### src/core/boot_flash_guard_regs.svh
`ifndef BOOT_FLASH_GUARD_REGS_SVH
`define BOOT_FLASH_GUARD_REGS_SVH

`define REG_CTRL          8'h00
`define REG_POINTER       8'h04
`define REG_LOCK_DATA     8'h08
`define REG_STATUS        8'h0C

`define CTRL_ENABLE_BIT   0
`define CTRL_ERASE_BIT    1
`define CTRL_WRITE_BIT    2
`define CTRL_LOCKSET_BIT  3
`define CTRL_REENABLE_BIT 4
`define CTRL_BUSY_BIT     6
`define CMD_FILL          5'h01
`define CMD_ERASE         5'h03
`define CMD_WRITE         5'h05
`define CMD_LOCKSET       5'h09
`define CMD_REENABLE      5'h11

`define WORD_BITS         6
`define ADDR_BITS         14
`define NRW_START         14'h3800
`define LOADER_START      14'h3800
`define APP_RESET_VECTOR  14'h0000

`define STORE_WINDOW_CYCLES 3'h4
`define CAPTURE_CYCLES      2'h3
`define LOCK_RESET        2'h0

`endif

### src/core/boot_flash_guard_pkg.sv
`default_nettype none
package boot_flash_guard_pkg;
	typedef enum logic [1:0] {
		ST_IDLE,
		ST_ERASE,
		ST_WRITE
	} op_state_t;
	typedef logic [1:0] lock_field_t;
endpackage
`default_nettype wire

### src/core/boot_flash_access_guard.sv
// The register addresses and the APB slave port are this design's own decisions.
`include "boot_flash_guard_regs.svh"
`default_nettype none
module boot_flash_access_guard (
	input  wire logic        clk_sys_in,
	input  wire logic        rst_in,
	// apb slave
	input  wire logic        psel_in,
	input  wire logic        penable_in,
	input  wire logic        pwrite_in,
	input  wire logic [7:0]  paddr_in,
	input  wire logic [31:0] pwdata_in,
	output logic      [31:0] prdata_out,
	output logic             pready_out,
	output logic             pslverr_out,
	// core side, same clock
	input  wire logic [13:0] fetch_addr_in,
	input  wire logic        store_exec_in,
	input  wire logic [15:0] store_data_in,
	input  wire logic        load_exec_in,
	input  wire logic        vectors_in_loader_in,
	output logic             halt_core_out,
	output logic             rww_busy_flag_out,
	output logic             irq_disable_out,
	output logic             load_allow_out,
	output logic             load_valid_out,
	output logic      [13:0] load_word_out,
	output logic             load_byte_sel_out,
	output logic      [13:0] reset_vector_out,
	// flash array side
	input  wire logic        flash_done_in,
	output logic             flash_erase_out,
	output logic             flash_write_out,
	output logic      [7:0]  flash_page_out,
	output logic             buf_write_out,
	output logic      [5:0]  buf_word_out,
	output logic      [15:0] buf_data_out,
	output logic      [3:0]  lock_bits_out,
	// pins from the programming interface and non-volatile cells
	input  wire logic        boot_reset_fuse_pin_in,
	input  wire logic [3:0]  nv_lock_pin_in,
	input  wire logic [3:0]  prog_lock_pin_in,
	input  wire logic        chip_erase_pin_in,
	input  wire logic [1:0]  gen_lock_mode_pin_in
);

	////////////////////////////////////////////////////////////////////////////////
	// pin synchronisers

	logic [11:0] sync1_ff;
	logic [11:0] sync2_ff;
	logic        erase_dly_ff;

	wire [11:0] pin_bundle = {gen_lock_mode_pin_in, chip_erase_pin_in, prog_lock_pin_in,
		nv_lock_pin_in, boot_reset_fuse_pin_in};

	// only the second stage is read; the first may still be settling
	always_ff @(posedge clk_sys_in or posedge rst_in) begin
		if (rst_in) begin
			sync1_ff     <= 12'h000;
			sync2_ff     <= 12'h000;
			erase_dly_ff <= 1'b0;
		end else begin
			sync1_ff     <= pin_bundle;
			sync2_ff     <= sync1_ff;
			erase_dly_ff <= sync2_ff[9];
		end
	end

	wire       fuse_s       = sync2_ff[0];
	wire [3:0] nv_lock_s    = sync2_ff[4:1];
	wire [3:0] prog_lock_s  = sync2_ff[8:5];
	wire       chip_erase_p = sync2_ff[9] & ~erase_dly_ff;
	// general lock mode is visible in status only and gates nothing here
	wire [1:0] gen_lock_s   = sync2_ff[11:10];

	////////////////////////////////////////////////////////////////////////////////
	// capture of fuse and lock cells after reset release

	logic [1:0]  capture_cnt_ff;
	logic        captured_ff;
	logic        boot_fuse_ff;
	logic [1:0]  app_lock_ff;
	logic [1:0]  loader_lock_ff;
	logic [13:0] reset_vector_ff;

	// locks read fully programmed until capture, so early erases, writes and loads across sections stay shut
	wire capture_now = ~captured_ff & (capture_cnt_ff == `CAPTURE_CYCLES);

	always_ff @(posedge clk_sys_in or posedge rst_in) begin
		if (rst_in) begin
			capture_cnt_ff <= 2'h0;
			captured_ff    <= 1'b0;
			boot_fuse_ff   <= 1'b1;
		end else if (!captured_ff) begin
			capture_cnt_ff <= capture_cnt_ff + 2'h1;
			if (capture_now) begin
				captured_ff  <= 1'b1;
				boot_fuse_ff <= fuse_s;
			end
		end
	end

	// vector is taken from the captured fuse, no register write reaches it
	wire [13:0] nxt_reset_vector = boot_fuse_ff ? `APP_RESET_VECTOR
		: `LOADER_START;

	always_ff @(posedge clk_sys_in or posedge rst_in) begin
		if (rst_in)
			reset_vector_ff <= `APP_RESET_VECTOR;
		else
			reset_vector_ff <= nxt_reset_vector;
	end

	////////////////////////////////////////////////////////////////////////////////
	// section decode

	// one boundary serves both the loader section and the no-read-while-write region
	wire exec_in_loader = (fetch_addr_in >= `LOADER_START);

	logic [15:0] pointer_ff;
	logic [7:0]  lock_data_ff;

	// pointer holds a byte address: bit 0 byte, then word in page, then page
	wire [5:0]  ptr_word = pointer_ff[`WORD_BITS:1];
	// pointer bit 15 lies beyond the array and only reads back
	wire [7:0]  ptr_page = pointer_ff[14:`WORD_BITS+1];
	wire [13:0] ptr_word_addr = pointer_ff[14:1];
	wire        target_loader = (ptr_word_addr >= `LOADER_START);
	wire        target_nrw    = (ptr_word_addr >= `NRW_START);

	////////////////////////////////////////////////////////////////////////////////
	// lock gating

	wire app_store_open    = app_lock_ff[0];
	wire loader_store_open = loader_lock_ff[0];
	// field value 11 opens both paths, other bits only close their own
	wire store_lock_ok = target_loader ? loader_store_open : app_store_open;

	wire load_blocked_app    = exec_in_loader & ~target_loader & ~app_lock_ff[1];
	wire load_blocked_loader = ~exec_in_loader & target_loader & ~loader_lock_ff[1];
	wire load_ok = ~(load_blocked_app | load_blocked_loader);

	wire irq_mask_app    = ~exec_in_loader & vectors_in_loader_in & ~app_lock_ff[1];
	wire irq_mask_loader = exec_in_loader & ~vectors_in_loader_in & ~loader_lock_ff[1];

	////////////////////////////////////////////////////////////////////////////////
	// command register and store window

	boot_flash_guard_pkg::op_state_t state_ff;
	logic [4:0] cmd_ff;
	logic [2:0] window_ff;
	logic       rww_busy_ff;
	logic       nrw_op_ff;
	logic [7:0] page_ff;

	wire apb_access  = psel_in & penable_in;
	wire apb_wr      = apb_access & pwrite_in;
	wire hit_ctrl    = (paddr_in == `REG_CTRL);
	wire hit_pointer = (paddr_in == `REG_POINTER);
	wire hit_ldata   = (paddr_in == `REG_LOCK_DATA);
	wire hit_status  = (paddr_in == `REG_STATUS);
	wire hit_any     = hit_ctrl | hit_pointer | hit_ldata | hit_status;

	wire op_busy  = (state_ff != boot_flash_guard_pkg::ST_IDLE);
	wire [4:0] wr_cmd = pwdata_in[4:0];
	wire cmd_legal = (wr_cmd == `CMD_FILL) | (wr_cmd == `CMD_ERASE) | (wr_cmd == `CMD_WRITE)
		| (wr_cmd == `CMD_LOCKSET) | (wr_cmd == `CMD_REENABLE);
	wire ctrl_wr   = apb_wr & hit_ctrl & cmd_legal & ~op_busy;

	// a store counts only while the window is open and it runs from the loader
	wire store_ok  = store_exec_in & (window_ff != 3'h0) & exec_in_loader;
	wire go_erase  = store_ok & (cmd_ff == `CMD_ERASE) & store_lock_ok;
	wire go_write  = store_ok & (cmd_ff == `CMD_WRITE) & store_lock_ok;
	// fill reaches the page buffer only; the locks guard the erase and write after it
	wire go_fill   = store_ok & (cmd_ff == `CMD_FILL);
	wire go_lock   = store_ok & (cmd_ff == `CMD_LOCKSET);
	wire go_reen   = store_ok & (cmd_ff == `CMD_REENABLE);
	wire go_op     = go_erase | go_write;
	// the last open cycle closes the window, so a store one edge later finds it shut
	wire window_last = (window_ff == 3'h1);

	always_ff @(posedge clk_sys_in or posedge rst_in) begin
		if (rst_in) begin
			cmd_ff    <= 5'h00;
			window_ff <= 3'h0;
		end else if (ctrl_wr) begin
			cmd_ff    <= wr_cmd;
			window_ff <= `STORE_WINDOW_CYCLES;
		end else if (op_busy) begin
			if (flash_done_in)
				cmd_ff <= 5'h00;
		end else if (go_op) begin
			window_ff <= 3'h0;
		end else if (store_ok || window_last) begin
			cmd_ff    <= 5'h00;
			window_ff <= 3'h0;
		end else if (window_ff != 3'h0) begin
			window_ff <= window_ff - 3'h1;
		end
	end

	////////////////////////////////////////////////////////////////////////////////
	// programming operation

	// page and region freeze at start; the pointer is free again while the operation runs
	always_ff @(posedge clk_sys_in or posedge rst_in) begin
		if (rst_in) begin
			state_ff  <= boot_flash_guard_pkg::ST_IDLE;
			page_ff   <= 8'h00;
			nrw_op_ff <= 1'b0;
		end else begin
			unique case (state_ff)
				boot_flash_guard_pkg::ST_IDLE: begin
					if (go_op) begin
						state_ff  <= go_erase ? boot_flash_guard_pkg::ST_ERASE
							: boot_flash_guard_pkg::ST_WRITE;
						page_ff   <= ptr_page;
						nrw_op_ff <= target_nrw;
					end
				end
				boot_flash_guard_pkg::ST_ERASE,
				boot_flash_guard_pkg::ST_WRITE: begin
					if (flash_done_in) begin
						state_ff  <= boot_flash_guard_pkg::ST_IDLE;
						nrw_op_ff <= 1'b0;
					end
				end
			endcase
		end
	end

	// busy flag: set at start of an operation outside the no-read-while-write region, cleared only by the re-enable store once idle; set wins
	always_ff @(posedge clk_sys_in or posedge rst_in) begin
		if (rst_in)
			rww_busy_ff <= 1'b0;
		else if (go_op && !target_nrw)
			rww_busy_ff <= 1'b1;
		else if (go_reen && !op_busy)
			rww_busy_ff <= 1'b0;
	end

	////////////////////////////////////////////////////////////////////////////////
	// lock fields

	wire [1:0] sw_app    = {lock_data_ff[3], lock_data_ff[2]};
	wire [1:0] sw_loader = {lock_data_ff[5], lock_data_ff[4]};
	// bits only move toward programmed here; each field on its own
	wire [1:0] nxt_app_lock    = app_lock_ff & prog_lock_s[1:0]
		& (go_lock ? sw_app : 2'h3);
	wire [1:0] nxt_loader_lock = loader_lock_ff & prog_lock_s[3:2]
		& (go_lock ? sw_loader : 2'h3);

	always_ff @(posedge clk_sys_in or posedge rst_in) begin
		if (rst_in) begin
			app_lock_ff    <= `LOCK_RESET;
			loader_lock_ff <= `LOCK_RESET;
		end else if (capture_now) begin
			app_lock_ff    <= nv_lock_s[1:0];
			loader_lock_ff <= nv_lock_s[3:2];
		end else if (chip_erase_p) begin
			// a chip erase is the only way back to unprogrammed
			app_lock_ff    <= 2'h3;
			loader_lock_ff <= 2'h3;
		end else if (captured_ff) begin
			app_lock_ff    <= nxt_app_lock;
			loader_lock_ff <= nxt_loader_lock;
		end
	end

	////////////////////////////////////////////////////////////////////////////////
	// core and flash outputs

	// array pulses last one cycle; the array keeps its own cell timing
	logic        erase_p_ff;
	logic        write_p_ff;
	logic        buf_wr_ff;
	logic [5:0]  buf_word_ff;
	logic [15:0] buf_data_ff;
	logic        load_valid_ff;
	logic        load_allow_ff;
	logic [13:0] load_word_ff;
	logic        load_byte_ff;

	always_ff @(posedge clk_sys_in or posedge rst_in) begin
		if (rst_in) begin
			erase_p_ff <= 1'b0;
			write_p_ff <= 1'b0;
			buf_wr_ff  <= 1'b0;
		end else begin
			erase_p_ff <= go_erase;
			write_p_ff <= go_write;
			buf_wr_ff  <= go_fill;
		end
	end

	always_ff @(posedge clk_sys_in or posedge rst_in) begin
		if (rst_in) begin
			buf_word_ff <= 6'h00;
			buf_data_ff <= 16'h0000;
		end else if (go_fill) begin
			buf_word_ff <= ptr_word;
			buf_data_ff <= store_data_in;
		end
	end

	always_ff @(posedge clk_sys_in or posedge rst_in) begin
		if (rst_in) begin
			load_valid_ff <= 1'b0;
			load_allow_ff <= 1'b0;
			load_word_ff  <= 14'h0000;
			load_byte_ff  <= 1'b0;
		end else begin
			// a refused load still answers valid with allow low, so the core sees no fault
			load_valid_ff <= load_exec_in;
			load_allow_ff <= load_exec_in & load_ok;
			if (load_exec_in) begin
				load_word_ff <= ptr_word_addr;
				load_byte_ff <= pointer_ff[0];
			end
		end
	end

	// during a no-read-while-write operation the core must not fetch at all
	assign halt_core_out     = op_busy & nrw_op_ff;
	assign rww_busy_flag_out = rww_busy_ff;
	assign irq_disable_out   = irq_mask_app | irq_mask_loader;
	assign load_allow_out    = load_allow_ff;
	assign load_valid_out    = load_valid_ff;
	assign load_word_out     = load_word_ff;
	assign load_byte_sel_out = load_byte_ff;
	assign reset_vector_out  = reset_vector_ff;
	assign flash_erase_out   = erase_p_ff;
	assign flash_write_out   = write_p_ff;
	assign flash_page_out    = page_ff;
	assign buf_write_out     = buf_wr_ff;
	assign buf_word_out      = buf_word_ff;
	assign buf_data_out      = buf_data_ff;
	assign lock_bits_out     = {loader_lock_ff, app_lock_ff};

	////////////////////////////////////////////////////////////////////////////////
	// apb registers

	// pointer and lock data take writes while busy; the running page is already latched
	always_ff @(posedge clk_sys_in or posedge rst_in) begin
		if (rst_in) begin
			pointer_ff   <= 16'h0000;
			lock_data_ff <= 8'hFF;
		end else begin
			if (apb_wr && hit_pointer)
				pointer_ff <= pwdata_in[15:0];
			if (apb_wr && hit_ldata)
				lock_data_ff <= pwdata_in[7:0];
		end
	end

	wire [31:0] ctrl_rd   = {25'h0000000, rww_busy_ff, 1'b0, cmd_ff};
	// status mirrors the live lock fields and the captured fuse for software
	wire [31:0] status_rd = {23'h000000, gen_lock_s, boot_fuse_ff, halt_core_out, op_busy,
		loader_lock_ff, app_lock_ff};
	wire [31:0] rd_mux = hit_ctrl ? ctrl_rd
		: hit_pointer ? {16'h0000, pointer_ff}
		: hit_ldata ? {24'h000000, lock_data_ff}
		: hit_status ? status_rd
		: 32'h00000000;

	assign prdata_out  = (apb_access && !pwrite_in) ? rd_mux : 32'h00000000;
	// every register answers at once; refused commands stay silent, unmapped ones error
	assign pready_out  = 1'b1;
	assign pslverr_out = apb_access & ~hit_any;

endmodule // boot_flash_access_guard
`default_nettype wire

### config.mk
export PLATFORM = sky130hd
export DESIGN_NAME = boot_flash_access_guard
export DESIGN_NICKNAME = d
export VERILOG_FILES = /design/src/core/boot_flash_guard_pkg.sv /design/src/core/boot_flash_access_guard.sv
export VERILOG_INCLUDE_DIRS = /design/src /design/src/core
export SDC_FILE = /design/constraint.sdc
export NUM_CORES = 1
export LEC_CHECK = 0
export BUFFER_PORTS_ARGS = -buffer_cell sky130_fd_sc_hd__buf_4
export CAP_MARGIN = 20
export CORE_ASPECT_RATIO = 1.1
export CORE_MARGIN = 5
export CORE_UTILIZATION = 49
export CTS_CLUSTER_SIZE = 16
export DETAILED_ROUTE_END_ITERATION = 8
export PLACE_DENSITY = 0.85
export SYNTH_ARGS = -nofsm -noshare
export SYNTH_HDL_FRONTEND = slang
export SYNTH_SLANG_ARGS = --single-unit
export TNS_END_PERCENT = 1
### constraint.sdc
create_clock -name clk_sys_in -period 4.4 [get_ports clk_sys_in]
set_input_delay 0.22 -clock clk_sys_in [delete_from_list [all_inputs] [get_ports clk_sys_in]]
set_output_delay 0.22 -clock clk_sys_in [all_outputs]
set_load 0.05 [all_outputs]
# --- Word level (Yosys, flattened, before mapping) ---
# Cells that the tools add are included.
word_totals:
  register_bits: 133
  latchBits: 0
  mem_bits_rw: 0
  romBits: 0
  in_bits: 91
  output_inout_bits: 105
  elab_cells: 162
  n_memories: 0
classes:
  add_sub_neg: 2
  n_mul: 0
  div: 0
  magnitude_cmp: 2
  eq_ne: 22
  shifts: 0
  mux: 36
  bitwise: 51
  n_reduce_logical: 23
ops:
  columns: ["op", "n"]
  rows:
  - ["16-bit two-way mux", 3]
  - ["14-bit >= comparator, second input constant", 2]
  - ["1-bit AND", 27]
  - ["5-bit two-way mux", 5]
  - ["2-bit two-way mux", 11]
  - ["9-bit two-way mux", 2]
  - ["8-bit by 4-bit == test with 1-bit output, second input constant", 2]
  - ["3-bit two-way mux", 5]
  - ["14-bit two-way mux", 1]
  - ["5-bit by 1-bit == test with 1-bit output, second input constant", 2]
  - ["5-bit by 2-bit == test with 1-bit output, second input constant", 2]
  - ["5-bit by 3-bit == test with 1-bit output, second input constant", 2]
  - ["5-bit by 4-bit == test with 1-bit output, second input constant", 2]
  - ["5-bit == test, second input constant", 2]
  - ["1-bit NOT", 10]
  - ["1-bit OR", 10]
  - ["3-bit nonzero test", 3]
  - ["2-bit AND", 4]
  - ["8-bit by 3-bit == test with 1-bit output, second input constant", 1]
  - ["8-bit zero test", 1]
  - ["2-bit AND reduction", 4]
  - ["1-bit two-way mux", 7]
  - ["1-bit logical AND", 5]
  - ["2-bit == test, second input constant", 2]
  - ["17 further kinds", 21]

# --- Depth between registers and ports, before layout ---
# Gate-level depths: netlist of the first run.
logic_depth:
  word_depth: 9
  ltp_mapped: 9

# --- Worst setup path before layout of the first run ---
# OpenSTA, ideal clock, no wires.
synth_timing:
  kind: "register -> output"
  start: "reg state_ff[0]"
  end: "out prdata_out[5]"
  t_arrival_ns: 4.090
  t_required_ns: 4.180
  path_slack_ns: 0.090
  stages_incl_launch_ff: 7
  path_buffers: 1
  cell_sequence: "dfrtp_1 inv_1 ha_1 clkbuf_1 nor2b_1 nor2_1 a2111oi_0"
synth_via:
  elab_chain_cells: 7
synth_rtl:
  columns: ["item", "line", "text"]
  rows:
  - ["start, declared", "boot_flash_access_guard.sv:150", "boot_flash_guard_pkg::op_state_t state_ff;"]
  - ["start signal, assigned", "boot_flash_access_guard.sv:209", "state_ff <= boot_flash_guard_pkg::ST_IDLE;"]
  - ["start signal, assigned", "boot_flash_access_guard.sv:216", "state_ff <= go_erase ? boot_flash_guard_pkg::ST_ERASE"]
  - ["start signal, assigned", "boot_flash_access_guard.sv:225", "state_ff <= boot_flash_guard_pkg::ST_IDLE;"]
  - ["2-bit nonzero test", "boot_flash_access_guard.sv:165", "wire op_busy = (state_ff != boot_flash_guard_pkg::ST_IDLE);"]
  - ["1-bit AND", "boot_flash_access_guard.sv:325", "assign halt_core_out = op_busy & nrw_op_ff;"]
  - ["via halt_core_out", "boot_flash_access_guard.sv:22", "output logic halt_core_out,"]
  - ["9-bit two-way mux", "boot_flash_access_guard.sv:364", ": hit_status ? status_rd"]
  - ["9-bit two-way mux", "boot_flash_access_guard.sv:363", ": hit_ldata ? {24'h000000, lock_data_ff}"]
  - ["16-bit two-way mux", "boot_flash_access_guard.sv:362", ": hit_pointer ? {16'h0000, pointer_ff}"]
  - ["16-bit two-way mux", "boot_flash_access_guard.sv:361", "wire [31:0] rd_mux = hit_ctrl ? ctrl_rd"]
  - ["16-bit two-way mux", "boot_flash_access_guard.sv:367", "assign prdata_out = (apb_access && !pwrite_in) ? rd_mux : 32'h00000000;"]
  - ["end, declared", "boot_flash_access_guard.sv:13", "output logic [31:0] prdata_out,"]
# The timed path passes the listed nets, and every way through them passes these cells.

# --- Worst setup path after layout of the first run ---
layout_timing:
  start: "reg state_ff[0]"
  end: "out prdata_out[5]"
layout_via:
  elab_chain_cells: 7
layout_rtl:
  columns: ["item", "line"]
  rows:
  - ["2-bit nonzero test", "boot_flash_access_guard.sv:165"]
  - ["1-bit AND", "boot_flash_access_guard.sv:325"]
  - ["9-bit two-way mux", "boot_flash_access_guard.sv:364"]
  - ["9-bit two-way mux", "boot_flash_access_guard.sv:363"]
  - ["16-bit two-way mux", "boot_flash_access_guard.sv:362"]
  - ["16-bit two-way mux", "boot_flash_access_guard.sv:361"]
  - ["16-bit two-way mux", "boot_flash_access_guard.sv:367"]
# Every way passes these cells.

==> qor.csv, run 1 <==
stage;metric;value;unit
logic_synthesis;yosys-top-cells-area;dfrtp_1 53%, mux2_2 11%, buf_4 4.6%, dfstp_2 4.5%, mux2_1 4.3%;
placement;port_buffers;140;
logic_synthesis;yosysTopAreaCell;dfrtp_1;
finish;layout-drive-gt1-share;42.0;%
sta;whs;0.0198;ns
clock_tree;cts_setup_buffers;0;
setup_path;worstPathRequired;4.18;ns
flow_run;maxCapViolCount;0;
placement;globalplace.congestion;0.877;
logic_synthesis;ys_types;49;
clock_tree;cts_tree;done;
logic_synthesis;synth-seq-cells;120;
logic_synthesis;synth_enable_flop_cells;0;
floorplan;rows;39;
sta;skew;0.00638;ns
logic_synthesis;synth_common_cells;111 x dfrtp_1, 52 x mux2_2, 32 x buf_4;
setup_path;cp_slowest_cell;a2111oi_0;
setup_path;cp_max_fo;9;
floorplan;die_h;118;um
global_routing;antenna_found_initial;0;
setup_path;rr_worst_depth;7;
detailed_routing;routed_via_density;5.24;
finish;nets;653;
clock_tree;hold_buffers;12;
global_routing;grt_pass1_wl;21.2;mm
floorplan;start_util;50.0;%
logic_synthesis;synth_most_common_cell;dfrtp_1;
logic_synthesis;yosysTopAreaCellShare;53.4;%
logic_synthesis;synth-main-ff-cell;dfrtp_1;
worst_hold_path;hold_depth;2;
clock_tree;cts_buffer_depth;2;
clock_tree;cts_max_level;4;
clock_tree;clk_pin_slew_worst_paths;0.05;ns
power_and_ir_drop;p_leak;0.00358;uW
detailed_routing;ant_nets;0;
placement;dp.cells;668;
sta;setup_violations;0;
setup_path;r2r_setup_slack;1.78;ns
clock_tree;cts_buffers;17;
detailed_routing;wire_per_inst;18.2;um
logic_synthesis;syn_avg_cell_area;13.1;um^2
detailed_routing;drt_iter0_drc;238;
worst_hold_path;whs_endpoint;buf_data_out[1];
detailed_routing;first_pass_iters;5;
setup_path;worstReg2RegEnd;buf_word_out[4];
sta;fin_crit;2.65;ns
detailed_routing;drc;0;
logic_synthesis;yosys.area_share.xor_xnor;0.168;%
logic_synthesis;async_reset_ff_share;100;%
setup_path;crit_chain;inv_1, ha_1, nor2b_1, nor2_1, a2111oi_0, buf_4;
global_routing;grt_pass1_vias;4009;
global_routing;grt_usage;21.4;%
sta;hold_viol_final;0;
setup_path;max_stage_delay;0.50;ns
logic_synthesis;ys_warn_count;0;
placement;dpl_worst_slack;1.83;ns
sta;slew_headroom;36.3;%
power_and_ir_drop;max-vdd-ir-drop;0.423;mV
sta;fin_setup_tns;0;ns
floorplan;coreArea;10400;um^2
clock_tree;cts_root_buf;clkbuf_16;
worst_hold_path;hold_class;primary input to flop;
setup_path;critPathLaunchType;flop;
logic_synthesis;synth_mux_area_share;17.1;%
global_routing;grt-ovfl-total;0;
finish;diodes;0;
power_and_ir_drop;total_power;3000;uW
sta;fin_crit_sh;60.2;%
finish;area_growth;34.3;%
setup_path;endpoint_kind;output port;
global_routing;grt_max_degree;82;
clock_tree;insertion_delay;0.41;ns
logic_synthesis;netlist_instances;398;
floorplan;die_x;108;um
sta;fmax;0.378;GHz
power_and_ir_drop;p_per_area;430;nW/um^2
logic_synthesis;synth_top_family_by_area;multiplexers;
worst_hold_path;hold_start;store_data_in[1];
logic_synthesis;synth_compound_area_share;7.24;%
clock_tree;cts_resized;0;
sta;rsz0062_at_grt;false;
setup_path;critPathKind;flop to output port;
logic_synthesis;synth_fa_ha_area_share;1.64;%
detailed_routing;wl;13.0;mm
sta;tightest_slew;0.956;ns
logic_synthesis;yosys.area_share.simple;9.43;%
finish;fin_cells;712;
floorplan;ios;196;
placement;dp.final_hpwl;8.95;mm
detailed_routing;vias;3734;
setup_path;rr_startpoint;window_ff[0];
setup_path;critPathArrivalTime;2.43;ns
run_status;run_status;complete, no violations;
sta;drv_slew;0;
finish;fill_cells;702;
clock_tree;clkSinkCount;120;
floorplan;die-area;12800;um^2
logic_synthesis;syn_area;5200;um^2
sta;fin_ws;1.75;ns
logic_synthesis;ys_seq_area_share;58.0;%
## registers in the layout (all words and copies together) (netlist names), 2 cells and up
name,cells
load_word_out,14
pointer_ff,16
app_lock_ff,2
loader_lock_ff,2
window_ff,3
lock_data_ff,8
capture_cnt_ff,2
cmd_ff,5
buf_data_out,16
sync2_ff,12
state_ff,2
sync1_ff,12
buf_word_out,6
flash_page_out,8
## layout by cell type (no fill, tap or decap), types with 17 or more instances in the layout
cell,n
mux2_2,52
buf_4,142
dfrtp_1,111
mux2_1,20
conb_1,28
clkbuf_16,17
## layout make-up
cell class	instances	area (um^2)	share of cell area [%]
Multi-Input combinational cell	250	1960	28.0
Timing Repair Buffer	154	1190	17.0
Tap cell	143	179	2.56
Clock buffer	23	468	6.70
Inverter	13	51.3	0.735
Clock inverter	9	125	1.79
Sequential cell	120	3010	43.2
## per-layer routing
metal | vias up | routed length, um | GRT usage (%)
li1 | 1674 | - | -
met1 | 1863 | 4800 | 25.4
met2 | 165 | 6670 | 35.5
met3 | 32 | 1140 | 7.57
met4 | 0 | 350 | 7.73
met5 | - | 0 | 0
## metrics by stage
step | cell area [um^2] | util (%)
after floorplan | 5300 | -
after global placement | 6270 | 60.3
after detailed placement | 6270 | 60.3
after CTS | 6980 | 67.2
after global routing | 6980 | 67.2
final | 6980 | 67.2
## cell families (layout without fill, tap and decap cells)
logic type | Yosys count | count (layout)
AO/OA/AOI/OAI | 52 | 52
adder cells (fa/ha/maj) | 7 | 7
other | 2 | 28
AND/OR/NAND/NOR | 82 | 82
XOR/XNOR | 1 | 1
multiplexers | 80 | 80
buffers and inverters | 54 | 199
flip-flops | 120 | 120
## report_power, final
| part | switching (uW) | internal, uW |
|---|---|---|
| Sequential | 29.8 | 1150 |
| Clock | 477 | 915 |
| Combinational | 273 | 161 |
| Total | 780 | 2220 |
## how the worst max path moves through the flow
stage                       startpoint                to  slack (ns)  cells past startpoint
after floorplan            state_ff[0]     prdata_out[5]        0.09                      6
after global placement    window_ff[0]  buf_data_out[15]        1.94                      7
after detailed placement  window_ff[0]   buf_word_out[4]        1.83                      7
after CTS                 window_ff[0]   buf_word_out[4]        1.78                      7
after global routing      window_ff[0]   buf_word_out[4]        1.62                      7
final                      state_ff[0]     prdata_out[5]        1.75                      6
## critical path: cells and delay by family (launching register included)
kind	cells	cell delay, ns
fa+ha+maj	1	0.32
flops	1	0.35
buf+inv	2	0.36
simple gates	2	0.48
compound gates	1	0.50
(Power assumes the default switching activity.)
==> inputs of run 2 (changes only) <==
clock period = 2.6 ns   (was 4.4 ns; I/O delays follow)
==> run 2 against run 1 <==
Non-clock buffer count up 37. First-iteration DRC count increased by 58%. Worst setup slack got worse by 1.5 ns. Register-to-register slack got worse by 1.5 ns. Highest routed layer unchanged. Routed wire length is 19% higher. Sequential power grew 69%. Die area unchanged.
==> qor.csv, run 2 (same netlist as run 1, synthesis figures left out) <==
stage;metric;value;unit
run_status;run_status;complete, no violations;
detailed_routing;wl;15.4;mm
worst_hold_path;hold_class;primary input to flop;
sta;rsz0062_at_grt;false;
sta;tightest_slew;0.700;ns
flow_run;maxCapViolCount;0;
global_routing;grt_pass1_vias;4326;
sta;fin_crit_sh;91.8;%
detailed_routing;drt_iter0_drc;377;
finish;layout-drive-gt1-share;40.4;%
setup_path;endpoint;prdata_out[5];
setup_path;rr_worst_depth;8;
setup_path;worstReg2RegEnd;buf_data_out[3];
clock_tree;cts_setup_buffers;0;
placement;dp.cells;672;
detailed_routing;vias;4075;
floorplan;die_h;118;um
power_and_ir_drop;p_per_area;689;nW/um^2
clock_tree;cts_buffer_depth;2;
sta;skew;0.00948;ns
setup_path;rr_startpoint;window_ff[0];
setup_path;critPathLaunchType;flop;
finish;layout_common_cells;143 x buf_4, 111 x dfrtp_1, 52 x mux2_2;
setup_path;startpoint;state_ff[0];
sta;fin_setup_tns;0;ns
clock_tree;insertion_delay;0.41;ns
global_routing;grt-ovfl-total;0;
setup_path;max_stage_delay;0.37;ns
clock_tree;clkSinkCount;120;
finish;fin_cells;750;
placement;globalplace.congestion;0.901;
sta;slew_headroom;53.2;%
floorplan;rows;39;
floorplan;start_util;50.0;%
global_routing;antenna_found_initial;1;
global_routing;grt_pass1_wl;23.8;mm
power_and_ir_drop;max-vdd-ir-drop;0.587;mV
clock_tree;cts_max_level;4;
finish;area_growth;41.8;%
placement;dp.final_hpwl;9.38;mm
setup_path;critPathKind;flop to output port;
clock_tree;cts_tree;done;
floorplan;ios;196;
sta;fmax;0.419;GHz
setup_path;r2r_setup_slack;0.24;ns
power_and_ir_drop;total_power;5080;uW
setup_path;endpoint_kind;output port;
setup_path;worstPathRequired;2.47;ns
power_and_ir_drop;p_leak;0.00375;uW
detailed_routing;first_pass_iters;6;
sta;whs;0.0283;ns
finish;nets;690;
clock_tree;cts_buffers;17;
clock_tree;cts_resized;0;
sta;fin_crit;2.39;ns
floorplan;die-area;12800;um^2
clock_tree;clk_pin_slew_worst_paths;0.05;ns
finish;final_common_cell;buf_4;
detailed_routing;ant_nets;0;
global_routing;grt_max_degree;53;
clock_tree;cts_root_buf;clkbuf_16;
clock_tree;hold_buffers;45;
setup_path;cp_slowest_cell;a2111oi_2;
finish;final_util;70.9;%
detailed_routing;drc;0;
setup_path;critPathArrivalTime;2.26;ns
placement;port_buffers;140;
setup_path;crit_chain;inv_1, ha_1, nor2b_1, nor2_1, a2111oi_2, buf_4;
sta;hold_viol_final;0;
detailed_routing;wire_per_inst;20.5;um
sta;drv_slew;0;
floorplan;die_x;108;um
global_routing;grt_usage;24.8;%
sta;setup_violations;0;
floorplan;coreArea;10400;um^2
setup_path;cp_max_fo;9;
detailed_routing;routed_via_density;5.43;
## run 2: where the power goes
group          total (uW)  internal [uW]  leakage (uW)  switching (uW)
sequential           2000           1940       0.00156            53.6
combinational         797            310       0.00190             487
clock                2290           1480      0.000290             812
## run 2: layout make-up
type | count | area, um^2
diodes | 1 | 2.50
clock buffers | 23 | 478
clock inverters | 9 | 98.8
fillers | 611 | 3020
inverters | 13 | 52.6
multi-input cells | 250 | 1960
flip-flops and latches | 120 | 3010
well taps | 143 | 179
repair buffers | 191 | 1580
## run 2: worst min path at each step
stage | cells after the start | slack, ns | from | end
3_3_place_gp | 1 | 0.24 | gen_lock_mode_pin_in[0] | sync1_ff[10]
2_1_floorplan | 0 | 0.16 | load_exec_in | load_valid_out
4_1_cts | 2 | 0.007 | pwdata_in[3] | cmd_ff[3]
5_1_grt | 2 | 0.02 | pwdata_in[3] | cmd_ff[3]
6_report | 2 | 0.03 | pwdata_in[3] | pointer_ff[3]
3_5_place_dp | 1 | 0.24 | nv_lock_pin_in[2] | sync1_ff[3]
## run 2: worst max-delay path, delay by kind of cell, from the launching register on
family	cells	cell delay, ns
AND/OR/NAND/NOR	2	0.45
buffers and inverters	2	0.34
adder cells (fa/ha/maj)	1	0.33
AO/OA/AOI/OAI	1	0.37
flip-flops	1	0.36
## run 2: through the flow
stage	cell area, um^2	setup WS (ns)
floorplan	5310	-0.299
global placement	6340	0.415
detailed placement	6340	0.296
CTS	7370	0.210
global route	7370	0.0916
finish	7370	0.213
## run 2: metal layers
metal	wire (um)	vias up	GRT usage [%]
met2	8160	240	42.4
met3	1290	50	8.06
met5	0	-	0
met1	5310	2033	27.2
met4	606	0	12.3
li1	-	1752	-
